**config.mk**
```make
export PLATFORM = sky130hd
export DESIGN_NAME = pdc_device_control
export DESIGN_NICKNAME = d
export VERILOG_FILES = /design/src/pdc_pkg.sv /design/src/pdc_payload_decode.sv /design/src/pdc_tag_gen.sv /design/src/pdc_device_control.sv
export SDC_FILE = /design/constraint.sdc
export NUM_CORES = 1
export LEC_CHECK = 0
export ABC_AREA = 0
export BUFFER_PORTS_ARGS = -buffer_cell sky130_fd_sc_hd__clkbuf_2
export CAP_MARGIN = 25
export CORE_UTILIZATION = 30
export DETAILED_ROUTE_END_ITERATION = 6
export GPL_TIMING_DRIVEN = 0
export SLEW_MARGIN = 10
export SYNTH_ARGS = -nofsm -noshare
export SYNTH_HDL_FRONTEND = slang
export SYNTH_SLANG_ARGS = --single-unit
```
**constraint.sdc**
```tcl
create_clock -name clk_in -period 2.15 [get_ports clk_in]
set_input_delay 0.43 -clock clk_in [delete_from_list [all_inputs] [get_ports clk_in]]
set_output_delay 0.43 -clock clk_in [all_outputs]
set_load 0.05 [all_outputs]
```
**src/pdc_pkg.sv**
```systemverilog
// package for the device control register block: offsets, fields, resets
// assumes nothing of its surroundings
`default_nettype none
package pdc_pkg;
   // -----------------------------------------
   // register map
   // -----------------------------------------
   localparam logic [7:0] PDC_DEVICE_CONTROL_OFFSET = 8'h48;
   localparam logic [7:0] PDC_SEQ_TAG_CTRL_OFFSET = 8'h4C;
   localparam logic [15:0] PDC_DEVICE_CONTROL_RESET = 16'h0000;
   localparam logic [15:0] PDC_DEVICE_CONTROL_WMASK = 16'h01EF;
   // -----------------------------------------
   // field positions
   // -----------------------------------------
   localparam int PDC_CORR_ERR_BIT = 0;
   localparam int PDC_NONFATAL_ERR_BIT = 1;
   localparam int PDC_FATAL_ERR_BIT = 2;
   localparam int PDC_UNSUP_REQ_BIT = 3;
   localparam int PDC_RELAXED_ORDER_BIT = 4;
   localparam int PDC_MPS_LSB = 5;
   localparam int PDC_MPS_MSB = 7;
   localparam int PDC_EXT_TAG_BIT = 8;
   localparam int PDC_SEQ_TAG_BIT = 0;
   // -----------------------------------------
   // payload codes and tag limits
   // -----------------------------------------
   localparam logic [2:0] PDC_MPS_128 = 3'h0;
   localparam logic [2:0] PDC_MPS_MAX_CODE = 3'h4;
   localparam logic [7:0] PDC_TAG_LIMIT_SHORT = 8'h1F;
   localparam logic [7:0] PDC_TAG_LIMIT_LONG = 8'hFF;
   localparam logic [11:0] PDC_PAYLOAD_BYTES_BASE = 12'h080;
   localparam logic [2:0] PDC_MAX_READ_REQ_SIZE_CODE = 3'h0;
endpackage
`default_nettype wire

```
**src/pdc_payload_decode.sv**
```systemverilog
// payload size decoder: code to byte limit
// assumes a registered code on its input
`default_nettype none
module pdc_payload_decode
   import pdc_pkg::*;
(
   // code in
   input wire logic [2:0] code_in,
   // limits out
   output logic [2:0] eff_code_out,
   output logic [11:0] bytes_out
);
   // -----------------------------------------
   // decode
   // -----------------------------------------
   always_comb begin
      if (code_in > PDC_MPS_MAX_CODE) begin
         eff_code_out = PDC_MPS_128;
      end else begin
         eff_code_out = code_in;
      end
      bytes_out = PDC_PAYLOAD_BYTES_BASE << eff_code_out;
   end
endmodule
`default_nettype wire

```
**src/pdc_tag_gen.sv**
```systemverilog
// sequential tag generator used in debug mode
// assumes a one-cycle next pulse from the same clock
`default_nettype none
module pdc_tag_gen
   import pdc_pkg::*;
(
   // clock and reset
   input wire logic clk_in,
   input wire logic rst_n_in,
   input wire logic ce_in,
   // control
   input wire logic enable_in,
   input wire logic ext_tag_in,
   input wire logic next_in,
   // tag
   output logic [7:0] tag_out
);
   logic [7:0] tag_q;
   logic [7:0] limit;
   assign limit = ext_tag_in ? PDC_TAG_LIMIT_LONG : PDC_TAG_LIMIT_SHORT;
   // -----------------------------------------
   // counter
   // -----------------------------------------
   always_ff @(posedge clk_in or negedge rst_n_in) begin
      if (!rst_n_in) begin
         tag_q <= 8'h00;
      end else if (ce_in) begin
         if (!enable_in) begin
            tag_q <= 8'h00;
         end else if (next_in) begin
            // wraps at the limit, also pulls back when range shrinks
            tag_q <= (tag_q >= limit) ? 8'h00 : tag_q + 8'h01;
         end
      end
   end
   assign tag_out = tag_q;
endmodule
`default_nettype wire

```
**src/pdc_device_control.sv**
```systemverilog
// device control register of a switch port, with its derived controls
// assumes a same-clock register master with one-cycle strobes
//
// Added by the designer: the address-and-strobe port.
`default_nettype none
module pdc_device_control
   import pdc_pkg::*;
(
   // clock, reset, enable
   input wire logic clk_in,
   input wire logic reset_n_in,
   input wire logic ce_in,
   // register port
   input wire logic [7:0] addr_in,
   input wire logic [15:0] wdata_in,
   input wire logic wr_in,
   input wire logic rd_in,
   output logic [15:0] rdata_out,
   // error events from the port
   input wire logic corr_err_in,
   input wire logic nonfatal_err_in,
   input wire logic fatal_err_in,
   input wire logic unsup_req_in,
   // gated error reports
   output logic corr_err_report_out,
   output logic nonfatal_err_report_out,
   output logic fatal_err_report_out,
   output logic unsup_req_report_out,
   // originated request attributes
   output logic relaxed_order_out,
   output logic no_snoop_out,
   output logic [2:0] max_read_req_size_out,
   // forwarded attributes pass through
   input wire logic fwd_no_snoop_in,
   input wire logic [9:0] fwd_length_in,
   output logic fwd_no_snoop_out,
   output logic [9:0] fwd_length_out,
   // payload limit
   output logic [2:0] max_payload_code_out,
   output logic [11:0] max_payload_bytes_out,
   // debug tags
   input wire logic tag_next_in,
   output logic [7:0] tag_out
);
   // -----------------------------------------
   // reset synchroniser
   // -----------------------------------------
   logic rst_meta_q;
   logic rst_n_q;
   always_ff @(posedge clk_in or negedge reset_n_in) begin
      if (!reset_n_in) begin
         rst_meta_q <= 1'b0;
         rst_n_q <= 1'b0;
      end else begin
         rst_meta_q <= 1'b1;
         rst_n_q <= rst_meta_q;
      end
   end

   // -----------------------------------------
   // register storage
   // -----------------------------------------
   logic [15:0] device_control_q;
   logic sequential_tag_debug_q;
   logic [15:0] rdata_q;
   logic [11:0] payload_bytes;
   logic [2:0] payload_code;

   function automatic logic hit(input logic [7:0] a, input logic [7:0] off);
      hit = (a == off);
   endfunction

   always_ff @(posedge clk_in or negedge rst_n_q) begin
      if (!rst_n_q) begin
         device_control_q <= PDC_DEVICE_CONTROL_RESET;
      end else if (ce_in && wr_in && hit(addr_in, PDC_DEVICE_CONTROL_OFFSET)) begin
         // only rw fields take the write; fixed bits keep zero
         device_control_q <= wdata_in & PDC_DEVICE_CONTROL_WMASK;
      end
   end

   always_ff @(posedge clk_in or negedge rst_n_q) begin
      if (!rst_n_q) begin
         sequential_tag_debug_q <= 1'b0;
      end else if (ce_in && wr_in && hit(addr_in, PDC_SEQ_TAG_CTRL_OFFSET)) begin
         sequential_tag_debug_q <= wdata_in[PDC_SEQ_TAG_BIT];
      end
   end

   // -----------------------------------------
   // read port
   // -----------------------------------------
   always_ff @(posedge clk_in or negedge rst_n_q) begin
      if (!rst_n_q) begin
         rdata_q <= 16'h0000;
      end else if (ce_in) begin
         if (rd_in && hit(addr_in, PDC_DEVICE_CONTROL_OFFSET)) begin
            rdata_q <= device_control_q & PDC_DEVICE_CONTROL_WMASK;
         end else if (rd_in && hit(addr_in, PDC_SEQ_TAG_CTRL_OFFSET)) begin
            rdata_q <= {15'h0000, sequential_tag_debug_q};
         end else begin
            // unmapped reads and idle cycles give zero
            rdata_q <= 16'h0000;
         end
      end
   end
   assign rdata_out = rdata_q;

   // -----------------------------------------
   // error report gating
   // -----------------------------------------
   logic [3:0] report_q;
   always_ff @(posedge clk_in or negedge rst_n_q) begin
      if (!rst_n_q) begin
         report_q <= 4'h0;
      end else if (ce_in) begin
         report_q[0] <= corr_err_in & device_control_q[PDC_CORR_ERR_BIT];
         report_q[1] <= nonfatal_err_in & device_control_q[PDC_NONFATAL_ERR_BIT];
         report_q[2] <= fatal_err_in & device_control_q[PDC_FATAL_ERR_BIT];
         report_q[3] <= unsup_req_in & device_control_q[PDC_UNSUP_REQ_BIT];
      end
   end
   assign corr_err_report_out = report_q[0];
   assign nonfatal_err_report_out = report_q[1];
   assign fatal_err_report_out = report_q[2];
   assign unsup_req_report_out = report_q[3];

   // -----------------------------------------
   // fixed attributes of originated requests
   // -----------------------------------------
   assign relaxed_order_out = 1'b0;
   assign no_snoop_out = 1'b0;
   // originated reads stay at the smallest size whatever software wants
   assign max_read_req_size_out = PDC_MAX_READ_REQ_SIZE_CODE;

   // -----------------------------------------
   // forwarded attributes, registered unchanged
   // -----------------------------------------
   logic fwd_no_snoop_q;
   logic [9:0] fwd_length_q;
   always_ff @(posedge clk_in or negedge rst_n_q) begin
      if (!rst_n_q) begin
         fwd_no_snoop_q <= 1'b0;
         fwd_length_q <= 10'h000;
      end else if (ce_in) begin
         fwd_no_snoop_q <= fwd_no_snoop_in;
         fwd_length_q <= fwd_length_in;
      end
   end
   assign fwd_no_snoop_out = fwd_no_snoop_q;
   assign fwd_length_out = fwd_length_q;

   // -----------------------------------------
   // payload size
   // -----------------------------------------
   pdc_payload_decode u_payload (
      .code_in(device_control_q[PDC_MPS_MSB:PDC_MPS_LSB]),
      .eff_code_out(payload_code),
      .bytes_out(payload_bytes)
   );
   logic [2:0] payload_code_q;
   logic [11:0] payload_bytes_q;
   always_ff @(posedge clk_in or negedge rst_n_q) begin
      if (!rst_n_q) begin
         payload_code_q <= PDC_MPS_128;
         payload_bytes_q <= PDC_PAYLOAD_BYTES_BASE;
      end else if (ce_in) begin
         payload_code_q <= payload_code;
         payload_bytes_q <= payload_bytes;
      end
   end
   assign max_payload_code_out = payload_code_q;
   assign max_payload_bytes_out = payload_bytes_q;

   // -----------------------------------------
   // debug tag generation
   // -----------------------------------------
   // extended tag bit only matters here; normal traffic never needs tags
   pdc_tag_gen u_tag (
      .clk_in(clk_in),
      .rst_n_in(rst_n_q),
      .ce_in(ce_in),
      .enable_in(sequential_tag_debug_q),
      .ext_tag_in(device_control_q[PDC_EXT_TAG_BIT]),
      .next_in(tag_next_in),
      .tag_out(tag_out)
   );
endmodule
`default_nettype wire

```
# Word-level counts from Yosys, hierarchy flattened
# Cells that the tools add are included.
classes:
  addsub: 1
  multipliers: 0
  n_div: 0
  order_cmp: 2
  eq_ne: 3
  shifts: 1
  mux: 7
  n_bitwise: 4
  n_reduce_logical: 6
op_table:
  columns: ["operator", "count"]
  rows:
  - ["$mux 8", 4]
  - ["$eq 8x7->1 const B", 2]
  - ["$shl 8x3->12 const A", 1]
  - ["$mux 9", 1]
  - ["$add 8x1->8 const B", 1]
  - ["$ge 8x8->1", 1]
  - ["$logic_and 1x1->1", 5]
  - ["$and 1x1->1", 4]
  - ["$gt 3x3->1 const B", 1]
  - ["$mux 3", 1]
  - ["$ne 2x2->1 const B", 1]
  - ["$reduce_and 2->1", 1]
  - ["$mux 1", 1]
totals:
  regBits: 65
  latch_bits: 0
  ramBits: 0
  rom_bits: 0
  input_bits: 45
  out_inout_bits: 59
  memories: 0

# Longest topological paths before layout
# Gate-level depths: netlist of run 1.
depth:
  ltp_word: 5
  ltp_mapped: 6
  ltp_nobuf: 6

# Modules after synthesis
# Synthesis of run 1 repeated with hierarchy kept, for this count alone.
unflattened:
  cells_unflattened: 200
  area_unflattened_um2: 2607.5
by_module_without_submodules:
  columns: ["mod", "n_inst", "cells_per_inst", "area_per_inst_um2", "seq_area_each_um2"]
  rows:
  - ["pdc_device_control", 1, 133, 1969.4, 1227.4]
  - ["pdc_tag_gen", 1, 50, 518.0, 200.2]
  - ["pdc_payload_decode", 1, 17, 120.1, 0.0]

# Worst setup path after synthesis of run 1
# Ideal clock, no wire load.
synth_path:
  path_type: "reg-to-reg"
  startpoint: "register u_tag.tag_q[6] (netlist: u_tag.tag_out[6])"
  endpoint: "register u_tag.tag_q[5] (netlist: u_tag.tag_out[5])"
  setup_time_ns: 0.083
  arrival_time_ns: 1.942
  required_ns: 2.067
  setup_slack_ns: 0.126
  stages_incl_launch_ff: 6
  period_less_slack_ns: 2.024
  path_cell_list: "dfrtp_1 ha_1 a21o_1 a21oi_1 nand3_1 o22ai_1"
synth_between:
  elab_chain_cells: 4
synth_rtl:
  columns: ["item", "line", "rtl"]
  rows:
  - ["from (decl)", "pdc_tag_gen.sv:18", "logic [7:0] tag_q;"]
  - ["from (signal assigned)", "pdc_tag_gen.sv:32", "tag_q <= (tag_q >= limit) ? 8'h00 : tag_q + 8'h01;"]
  - ["$ge 8x8->1", "pdc_tag_gen.sv:32", null]
  - ["$mux 8", "pdc_tag_gen.sv:32", null]
  - ["$mux 8", "pdc_tag_gen.sv:30", "end else if (next_in) begin"]
  - ["$mux 8", "pdc_tag_gen.sv:28", "if (!enable_in) begin"]
# Every way passes these cells. The select of a mux whose other input is x is not followed.
# A chain may end at the register's enable or synchronous reset.

# Worst setup path after layout of run 1
layout_path:
  startpoint: "register device_control_q[8]"
  endpoint: "register u_tag.tag_q[0] (netlist: u_tag.tag_out[0])"
layout_between:
  elab_chain_cells: 5
layout_rtl:
  columns: ["item", "line", "rtl"]
  rows:
  - ["from (decl)", "pdc_device_control.sv:63", "logic [15:0] device_control_q;"]
  - ["from (signal assigned)", "pdc_device_control.sv:78", "device_control_q <= wdata_in & PDC_DEVICE_CONTROL_WMASK;"]
  - ["$mux 8", "pdc_tag_gen.sv:20", "assign limit = ext_tag_in ? PDC_TAG_LIMIT_LONG : PDC_TAG_LIMIT_SHORT;"]
  - ["$ge 8x8->1", "pdc_tag_gen.sv:32", null]
  - ["$mux 8", "pdc_tag_gen.sv:32", null]
  - ["$mux 8", "pdc_tag_gen.sv:30", null]
  - ["$mux 8", "pdc_tag_gen.sv:28", null]
# Every way passes these cells. The select of a mux whose other input is x is not followed.

==> impl_metrics.yaml, run 1 <==
status:
  status: "finished clean"
power_and_ir_drop:
  power_density_mw_per_mm2: 643
  vdd.ir_drop.worst_mv: 0.242
  leakagePower_nw: 1.52
setup_path:
  reg2reg_to: "u_tag.tag_out[0]$_DFFE_PN0P_"
  path_max_fanout: 9
  critPathCaptureType: "flip-flop"
  cp.required_ps: 2370
  crit_path_start_kind: "flip-flop"
  rrSetupSlack_ps: 290
  reg2reg_from: "device_control_q[8]$_DFFE_PN0P_"
  worstPathArrival_ps: 2080
  r2r_cells: 6
  critPathKind: "flip-flop to flip-flop"
yosys:
  synth-simple-area-share_pct: 11.0
  synth_top_family_by_area: "compound AO/OA/AOI/OAI gates"
  synthFlopType: "dfrtp_1"
  ys_warn_count: 0
  ys_seq_area_share_pct: 54.6
  syn_area_mm2: 0.00229
  yosysUniqueCellTypes: 38
  synth-xor-area-share_pct: 0.382
  synth_area_leaders: "dfrtp_1 (53%), mux2_2 (9.8%), buf_4 (6.6%)"
  yosysMostFrequentCell: "dfrtp_1"
  synth.avg_cell_area_um2: 11.5
  synth_edf_count: 0
  yosysTopAreaCellShare_pct: 53.5
  ys_seq_elements: 50
  synth.top_cells.by_count: "dfrtp_1 (49), buf_4 (20), mux2_2 (20)"
  synth_cells: 199
  muxShareOfSynthArea_pct: 10.3
  synthAdderAreaFrac_pct: 2.18
  synth_compound_area_share_pct: 11.6
  synth_top_cell_by_area: "dfrtp_1"
  async_flop_share_pct: 100
drt:
  wire_per_inst_um: 12.3
  drtPass1Iterations: 4
  drt_iter0_markers: 42
  viasPerCell: 4.38
  drc: 0
  ant_nets: 0
  vias: 1759
  wl_mm: 4.96
floorplan:
  initial_core_util_pct: 31.3
  design.core.area_mm2: 0.00733
  die_w_um: 89.4
  num_rows: 31
  die_y_um: 89.4
  num_io_pins: 104
  die-area_mm2: 0.00799
clock_network:
  cts_tree: "yes"
  ctsRootBufferMaster: "clkbuf_8"
  cts_buffers: 5
  path_clk_slew_ps: 90
  h-tree-depth: 2
  cts_buffer_depth: 2
  cts.sinks: 50
  clk_latency_ps: 300
sta:
  rsz0062_at_grt: "no"
  finalCritPeriodShare_pct: 86.5
  fin_worst_skew_ps: 4.60
  finalMaxSlewViolations: 0
  setup_violations: 0
  max_slew.worst_pin.slew_ps: 574
  hold_viol: 0
  fmax_mhz: 538
  relSlewSlack_pct: 61.5
  period_needed_ps: 1860
place:
  gp_congestion: 0.778
  dp_hpwl_mm: 3.70
  io_buffers: 75
  placed_cell_area_mm2: 0.00288
global_route:
  grt_pass1_vias: 1649
  grt_max_degree: 28
  track_usage_pct: 13.1
  antenna_found_initial: 0
  grt_overflow: 0
  grt_first_pass_wirelength_mm: 7.79
layout:
  drive_above_1_share_pct: 45.9
  antenna_cells: 0
  final_util_pct: 40.8
  syn2layout_area_growth_pct: 30.4
  finalInstanceArea_mm2: 0.00299
  final_nets: 351
  num-fill-cells: 745
run:
  max-cap-violations: 0
worst_hold_path:
  hp-class: "flip-flop to async pin"
==> sequential cells by signal, indices dropped and copies added (netlist names) <==
signal,flops
max_payload_code_out,3
u_tag.tag_out,8
device_control_q,8
rdata_out,8
rst_meta_q,1
max_payload_bytes_out,5
fwd_no_snoop_out,1
rst_n_q,1
fwd_length_out,10
sequential_tag_debug_q,1
report_q,4
==> timing repair <==
item,CTS,global route
resized for setup,0,1
setup buffers,0,0
hold buffers,1,0
endpoints found under the hold margin,2,0
endpoints found under the setup margin,0,4
==> where the power goes <==
part / total (mW) / internal (mW) / switching [mW]
Combinational: 0.355 / 0.106 / 0.249
Clock: 0.565 / 0.260 / 0.304
Sequential: 1.00 / 0.975 / 0.0283
Total: 1.92 / 1.34 / 0.581
==> cell usage in the layout (no fill, tap or decap), types with 4 or more instances in the layout <==
cell and n:
a31oi_1 4, nand4_1 4, conb_1 21, inv_1 15
nand2_1 7, nand3_1 14, buf_4 20, clkbuf_8 6
dfrtp_1 48, clkbuf_2 75, o21ai_0 15, a22o_2 6
mux2_2 20, ha_1 4
==> worst max-delay path: stages (launching register included) <==
cell and delay [ps]:
dfrtp_1 410, inv_1 110, ha_1 240, a21o_1 220, a21oi_2 350, nand3_1 240
o21ai_0 210
==> how the worst max path moves through the flow <==
stage / start / end / slack [ps]
after CTS: device_control_q[8]$_DFFE_PN0P_ / u_tag.tag_out[0]$_DFFE_PN0P_ / 80
after detailed placement: device_control_q[8]$_DFFE_PN0P_ / u_tag.tag_out[0]$_DFFE_PN0P_ / 100
final: device_control_q[8]$_DFFE_PN0P_ / u_tag.tag_out[0]$_DFFE_PN0P_ / 290
after global placement: rst_n_q$_DFF_PN0_ / max_payload_bytes_out[8]$_DFFE_PN0P_ / -40
after floorplan: u_tag.tag_out[6]$_DFFE_PN0P_ / u_tag.tag_out[5]$_DFFE_PN0P_ / 130
after global routing: device_control_q[8]$_DFFE_PN0P_ / u_tag.tag_out[0]$_DFFE_PN0P_ / 160
==> cell type report <==
| cell class | count | area, um^2 | share of cell area, % |
|---|---|---|---|
| Buffer | 24 | 165 | 5.53 |
| Clock buffer | 7 | 86.3 | 2.89 |
| Clock inverter | 1 | 5.00 | 0.167 |
| Inverter | 15 | 56.3 | 1.88 |
| Multi-Input combinational cell | 129 | 893 | 29.9 |
| Sequential cell | 50 | 1250 | 41.9 |
| Tap cell | 99 | 124 | 4.14 |
| Timing Repair Buffer | 77 | 405 | 13.6 |
==> routing by layer <==
layer | vias up | global-route usage [%] | share of wire [%]
li1 | 865 | - | -
met1 | 830 | 16.6 | 45
met2 | 59 | 21.9 | 48
met3 | 5 | 3.23 | 6.1
met4 | 0 | 4.33 | 1.2
met5 | - | 0 | 0
==> through the flow <==
step	instances	setup slack [ps]	hold slack (ps)	TNS [ps]	power, mW
2_1_floorplan	218	126	134	0	1.29
3_3_place_gp	392	-35.3	217	-1560	1.37
3_5_place_dp	393	104	218	0	1.38
4_1_cts	402	77.9	282	0	1.95
5_1_grt	402	160	312	0	2.02
6_report	402	291	249	0	1.92
==> cells by family (layout without fill, tap and decap cells) <==
kind of cell    Yosys count  after routing
fa+ha+maj                 4              4
simple gates             42             42
compound gates           40             40
buf+inv                  39            124
flops                    50             50
other cells               2             21
mux                      21             21
xor+xnor                  1              1
No activity file was read; power rests on OpenSTA's default activity.
==> inputs of run 2 (changes only) <==
--- a/config.mk
+++ b/config.mk
@@ -9,6 +9,7 @@
 export BUFFER_PORTS_ARGS = -buffer_cell sky130_fd_sc_hd__clkbuf_2
 export CAP_MARGIN = 25
 export CORE_UTILIZATION = 30
+export CTS_BUF_LIST = sky130_fd_sc_hd__clkbuf_4 sky130_fd_sc_hd__clkbuf_8
 export DETAILED_ROUTE_END_ITERATION = 6
 export GPL_TIMING_DRIVEN = 0
 export SLEW_MARGIN = 10
==> constraint.sdc (replaced) <==
create_clock -name clk_in -period 2.15 [get_ports clk_in]
set_input_delay 0.43 -clock clk_in [delete_from_list [all_inputs] [get_ports clk_in]]
set_output_delay 0.43 -clock clk_in [all_outputs]
set_load 0.01 [all_outputs]
==> run 2 against run 1 <==
Total power decreased by 7.1%. Count of clock-buffer cells in the layout stayed put. Clock power increased by 2%. Critical path type unchanged. Largest power group unchanged. Highest routed layer unchanged.
==> impl_metrics.yaml, run 2 (synthesis results as in run 1) <==
status:
  status: "finished clean"
layout:
  final_cell_mix: "clkbuf_2 (75), dfrtp_1 (48), conb_1 (21)"
  final_common_cell: "clkbuf_2"
  final_nets: 351
  num-fill-cells: 745
  multi_input_area_um2: 893
  largest_reg_flops: 10
  drive_above_1_share_pct: 46.2
  seq_area_mm2: 0.00125
  syn2layout_area_growth_pct: 30.6
  antenna_cells: 0
clock_network:
  cts_buffer_depth: 2
  ctsRootBufferMaster: "clkbuf_8"
  cts_tree: "yes"
  clk_latency_ps: 300
  h-tree-depth: 2
  post_cts_buffers: 0
  cts.sinks: 50
  cts_buffers: 5
  path_clk_slew_ps: 90
drt:
  met2_length_mm: 2.36
  wl_mm: 4.95
  drc: 0
  vias: 1759
  wire_per_inst_um: 12.3
  top_layer: "met4"
  viasPerCell: 4.38
  ant_nets: 0
  dr_wl_met3_um: 301
  drt_iter0_markers: 42
  drtPass1Iterations: 4
  met1Wirelength_mm: 2.23
floorplan:
  die_w_um: 89.4
  design.core.area_mm2: 0.00733
  num_io_pins: 104
  die-area_mm2: 0.00799
  num_rows: 31
  initial_core_util_pct: 31.3
  die_y_um: 89.4
power_and_ir_drop:
  leakagePower_nw: 1.53
  vdd.ir_drop.worst_mv: 0.242
  power_mw: 1.79
  power_density_mw_per_mm2: 597
place:
  io_buffers: 75
  pre_cts_ws_ps: 104
  gp_congestion: 0.778
  dp_hpwl_mm: 3.70
sta:
  max_slew.worst_pin.slew_ps: 574
  fin_worst_skew_ps: 4.72
  hold_viol: 0
  finalMaxSlewViolations: 0
  period_needed_ps: 1860
  fmax_mhz: 538
  finalCritPeriodShare_pct: 86.4
  rsz0062_at_grt: "no"
  relSlewSlack_pct: 61.5
  setup_ws_ps: 291
  setup_violations: 0
run:
  max-cap-violations: 0
global_route:
  grt_overflow: 0
  track_usage_pct: 13.1
  grt_max_degree: 28
  grt_pass1_vias: 1649
  grt_first_pass_wirelength_mm: 7.79
  antenna_found_initial: 0
worst_hold_path:
  hp-class: "flip-flop to async pin"
setup_path:
  path_max_fanout: 9
  critPathCaptureType: "flip-flop"
  reg2reg_from: "device_control_q[8]$_DFFE_PN0P_"
  critPathKind: "flip-flop to flip-flop"
  crit_path_start_kind: "flip-flop"
  r2r_cells: 6
  worstPathArrival_ps: 2080
  cp_top_family: "compound AO/OA/AOI/OAI gates"
  crit_slowest_cell: "dfrtp_1"
  cp.required_ps: 2370
  crit_cells: 6
  rrSetupSlack_ps: 290
  cp-endpoint: "u_tag.tag_out[0]$_DFFE_PN0P_"
  cp-startpoint: "device_control_q[8]$_DFFE_PN0P_"
  reg2reg_to: "u_tag.tag_out[0]$_DFFE_PN0P_"
  cpPeakStageDelay_ps: 410
  crit_chain: "inv_1 > ha_1 > a21o_1 > a21oi_2 > nand3_1 > o21ai_0"
  crit_buf_inv: 1
-- run 2: cell counts in the layout (fill, tap and decap cells not counted) --
Identical to the previous run, type by type.
-- run 2: through the flow --
step / utilization, % / setup TNS, ps / area (um^2) / cells / hold slack [ps]
after detailed placement: 39.3 / 0 / 2880 / 393 / 218
final: 40.8 / 0 / 2990 / 402 / 249
after CTS: 40.8 / 0 / 2990 / 402 / 282
after global placement: 39.1 / -1560 / 2860 / 392 / 217
after global routing: 40.8 / 0 / 2990 / 402 / 312
after floorplan: - / 0 / 2360 / 218 / 134
-- run 2: report_power, final --
group          switching, mW  leakage, nW  total (mW)  internal, mW
Sequential            0.0283        0.663        1.00         0.975
Combinational          0.102        0.811       0.207         0.105
Clock                  0.304       0.0517       0.577         0.273
Total                  0.434         1.53        1.79          1.35
-- run 2: per-layer routing --
| metal | up-vias | track usage [%] |
|---|---|---|
| met2 | 59 | 21.9 |
| met3 | 5 | 3.23 |
| met1 | 830 | 16.6 |
| li1 | 865 | - |
| met5 | - | 0 |
| met4 | 0 | 4.33 |
-- run 2: area by class of cell --
class	instances	share of cell area, %
buffer	24	5.52
clock buffer	7	3.01
clock inverter	1	0.167
inverter	15	1.88
multi-input combinational	129	29.8
sequential	50	41.9
tap	99	4.14
timing repair buffer	77	13.5
-- run 2: worst min-delay path by stage --
stage / end / start / depth (start not counted)
2_1_floorplan: rst_meta_q$_DFF_PN0_ / reset_n_in / 0
3_3_place_gp: rst_meta_q$_DFF_PN0_ / reset_n_in / 1
3_5_place_dp: rst_meta_q$_DFF_PN0_ / reset_n_in / 1
4_1_cts: device_control_q[8]$_DFFE_PN0P_ / rst_n_q$_DFF_PN0_ / 0
5_1_grt: fwd_length_out[0]$_DFFE_PN0P_ / rst_n_q$_DFF_PN0_ / 0
6_report: fwd_length_out[2]$_DFFE_PN0P_ / rst_n_q$_DFF_PN0_ / 0
-- run 2: what timing repair did --
action                                  CTS  global route
hold endpoints to repair                  2             0
endpoints found under the setup margin    0             4
hold buffers                              1             0
resized for setup                         0             1
==> inputs of run 3 (changes only) <==
--- a/config.mk
+++ b/config.mk
@@ -6,7 +6,7 @@
 export NUM_CORES = 1
 export LEC_CHECK = 0
 export ABC_AREA = 0
-export BUFFER_PORTS_ARGS = -buffer_cell sky130_fd_sc_hd__clkbuf_2
+export BUFFER_PORTS_ARGS = -buffer_cell sky130_fd_sc_hd__buf_2
 export CAP_MARGIN = 25
 export CORE_UTILIZATION = 30
 export CTS_BUF_LIST = sky130_fd_sc_hd__clkbuf_4 sky130_fd_sc_hd__clkbuf_8
==> run 3 against run 2 <==
Die area unchanged. Clock skew increased by 6.4 ps. Register-to-register slack gained 50 ps. Clock power decreased by 6.6%. Flip-flop and latch count stayed put.
==> impl_metrics.yaml, run 3 (synthesis results as in run 1) <==
status:
  status: "finished clean"
floorplan:
  design.core.area_mm2: 0.00733
  initial_core_util_pct: 31.3
  die_w_um: 89.4
  die-area_mm2: 0.00799
  num_io_pins: 104
  die_y_um: 89.4
  num_rows: 31
sta:
  setup_violations: 0
  fin_worst_skew_ps: 11.1
  rsz0062_at_grt: "no"
  period_needed_ps: 1800
  fin_hold_ws_ps: 238
  fmax_mhz: 554
  relSlewSlack_pct: 62.2
  max_slew.worst_pin.slew_ps: 563
  finalMaxSlewViolations: 0
  hold_viol: 0
  finalCritPeriodShare_pct: 83.9
setup_path:
  path_max_fanout: 9
  worstPathArrival_ps: 2020
  cp.required_ps: 2360
  critPathCaptureType: "flip-flop"
  crit_buf_inv: 1
  crit_chain: "inv_1 > ha_1 > a21o_1 > a21oi_2 > nand3_1 > o21ai_0"
  crit_slowest_cell: "dfrtp_1"
  cpPeakStageDelay_ps: 400
  crit_path_start_kind: "flip-flop"
  critPathKind: "flip-flop to flip-flop"
  cp_top_family: "compound AO/OA/AOI/OAI gates"
clock_network:
  post_cts_buffers: 0
  clk_latency_ps: 300
  h-tree-depth: 2
  cts.sinks: 50
  cts_tree: "yes"
  cts_buffers: 5
  path_clk_slew_ps: 90
  ctsRootBufferMaster: "clkbuf_8"
  cts_buffer_depth: 2
layout:
  final_nets: 351
  final_common_cell: "buf_2"
  drive_above_1_share_pct: 46.2
  final_cell_mix: "buf_2 (75), dfrtp_1 (48), conb_1 (21)"
  num-fill-cells: 744
  syn2layout_area_growth_pct: 30.2
  final_util_pct: 40.7
  multi_input_area_um2: 893
  seq_area_mm2: 0.00125
  antenna_cells: 0
  largest_reg_flops: 10
drt:
  drt_iter0_markers: 65
  drtPass1Iterations: 4
  drc: 0
  vias: 1790
  viasPerCell: 4.45
  wl_mm: 4.88
  ant_nets: 0
  wire_per_inst_um: 12.1
global_route:
  grt_overflow: 0
  grt_pass1_vias: 1681
  antenna_found_initial: 0
  grt_first_pass_wirelength_mm: 7.94
  track_usage_pct: 13.2
  grt_max_degree: 28
power_and_ir_drop:
  leakagePower_nw: 1.54
  vdd.ir_drop.worst_mv: 0.272
  power_density_mw_per_mm2: 586
worst_hold_path:
  hp-class: "flip-flop to async pin"
run:
  max-cap-violations: 0
place:
  io_buffers: 75
  gp_congestion: 0.779
  dp_hpwl_mm: 3.65
==> run 3: cell types whose count changed in the layout (fill, tap and decap cells not counted), sizes merged <==
cell    change
buf        +75
clkbuf     -76
clkinv      +1
==> run 3: timing repair <==
| item | 4_1_cts | 5_1_grt |
|---|---|---|
| endpoints found under the hold margin | 2 | 0 |
| gates resized for setup | 0 | 1 |
| setup endpoints to repair | 0 | 4 |
| hold buffers | 1 | 0 |
==> run 3: through the flow <==
step / worst slack, ps / power (mW) / instance area, um^2 / cells / TNS [ps]
after floorplan: 362 / 1.14 / 2360 / 218 / 0
after global placement: -34.3 / 1.22 / 2860 / 392 / -1510
after detailed placement: 130 / 1.23 / 2880 / 393 / 0
after CTS: 103 / 1.79 / 2980 / 402 / 0
after global routing: 144 / 1.85 / 2980 / 402 / 0
final: 346 / 1.75 / 2980 / 402 / 0
==> run 3: layout make-up <==
type	instances	share of cell area, %
clock buffer	6	2.56
timing repair buffer	77	13.6
inverter	15	1.89
sequential	50	42.0
multi-input combinational	129	29.9
clock inverter	2	0.335
tap	99	4.15
buffer	24	5.53
==> run 3: worst reg2reg max path, delay by kind of cell (launching register included) <==
family | cells | cell delay [ps]
AND/OR/NAND/NOR | 1 | 220
AO/OA/AOI/OAI | 3 | 750
buffers and inverters | 1 | 110
adder cells (fa/ha/maj) | 1 | 250
flip-flops | 1 | 400
==> run 3: layer usage <==
| layer | global-route usage [%] | routed length [um] | vias up |
|---|---|---|---|
| met5 | 0 | 0 | - |
| met4 | 4.33 | 63 | 0 |
| met3 | 3.60 | 335 | 6 |
| met2 | 22.2 | 2310 | 65 |
| met1 | 16.6 | 2170 | 851 |
| li1 | - | - | 868 |
==> run 3: worst paths after layout <==
check / from / endpoint / slack, ps / depth (start not counted)
worst max-delay path: device_control_q[8]$_DFFE_PN0P_ / u_tag.tag_out[0]$_DFFE_PN0P_ / 350 / 6
worst min-delay path: rst_n_q$_DFF_PN0_ / sequential_tag_debug_q$_DFFE_PN0P_ / 240 / 0
worst max register to register: device_control_q[8]$_DFFE_PN0P_ / u_tag.tag_out[0]$_DFFE_PN0P_ / 350 / 6
worst min register to register: rst_n_q$_DFF_PN0_ / sequential_tag_debug_q$_DFFE_PN0P_ / 240 / 0
max in group asynchronous: rst_n_q$_DFF_PN0_ / max_payload_bytes_out[7]$_DFFE_PN1P_ / 1310 / 1
min in group clk_in: rst_meta_q$_DFF_PN0_ / rst_n_q$_DFF_PN0_ / 360 / 0
==> run 3: power by group <==
part	total [mW]	leakage, nW	internal [mW]	switching [mW]
sequential	1.00	0.663	0.975	0.0271
clock	0.539	0.0484	0.239	0.300
combinational	0.207	0.825	0.105	0.102
total	1.75	1.54	1.32	0.429
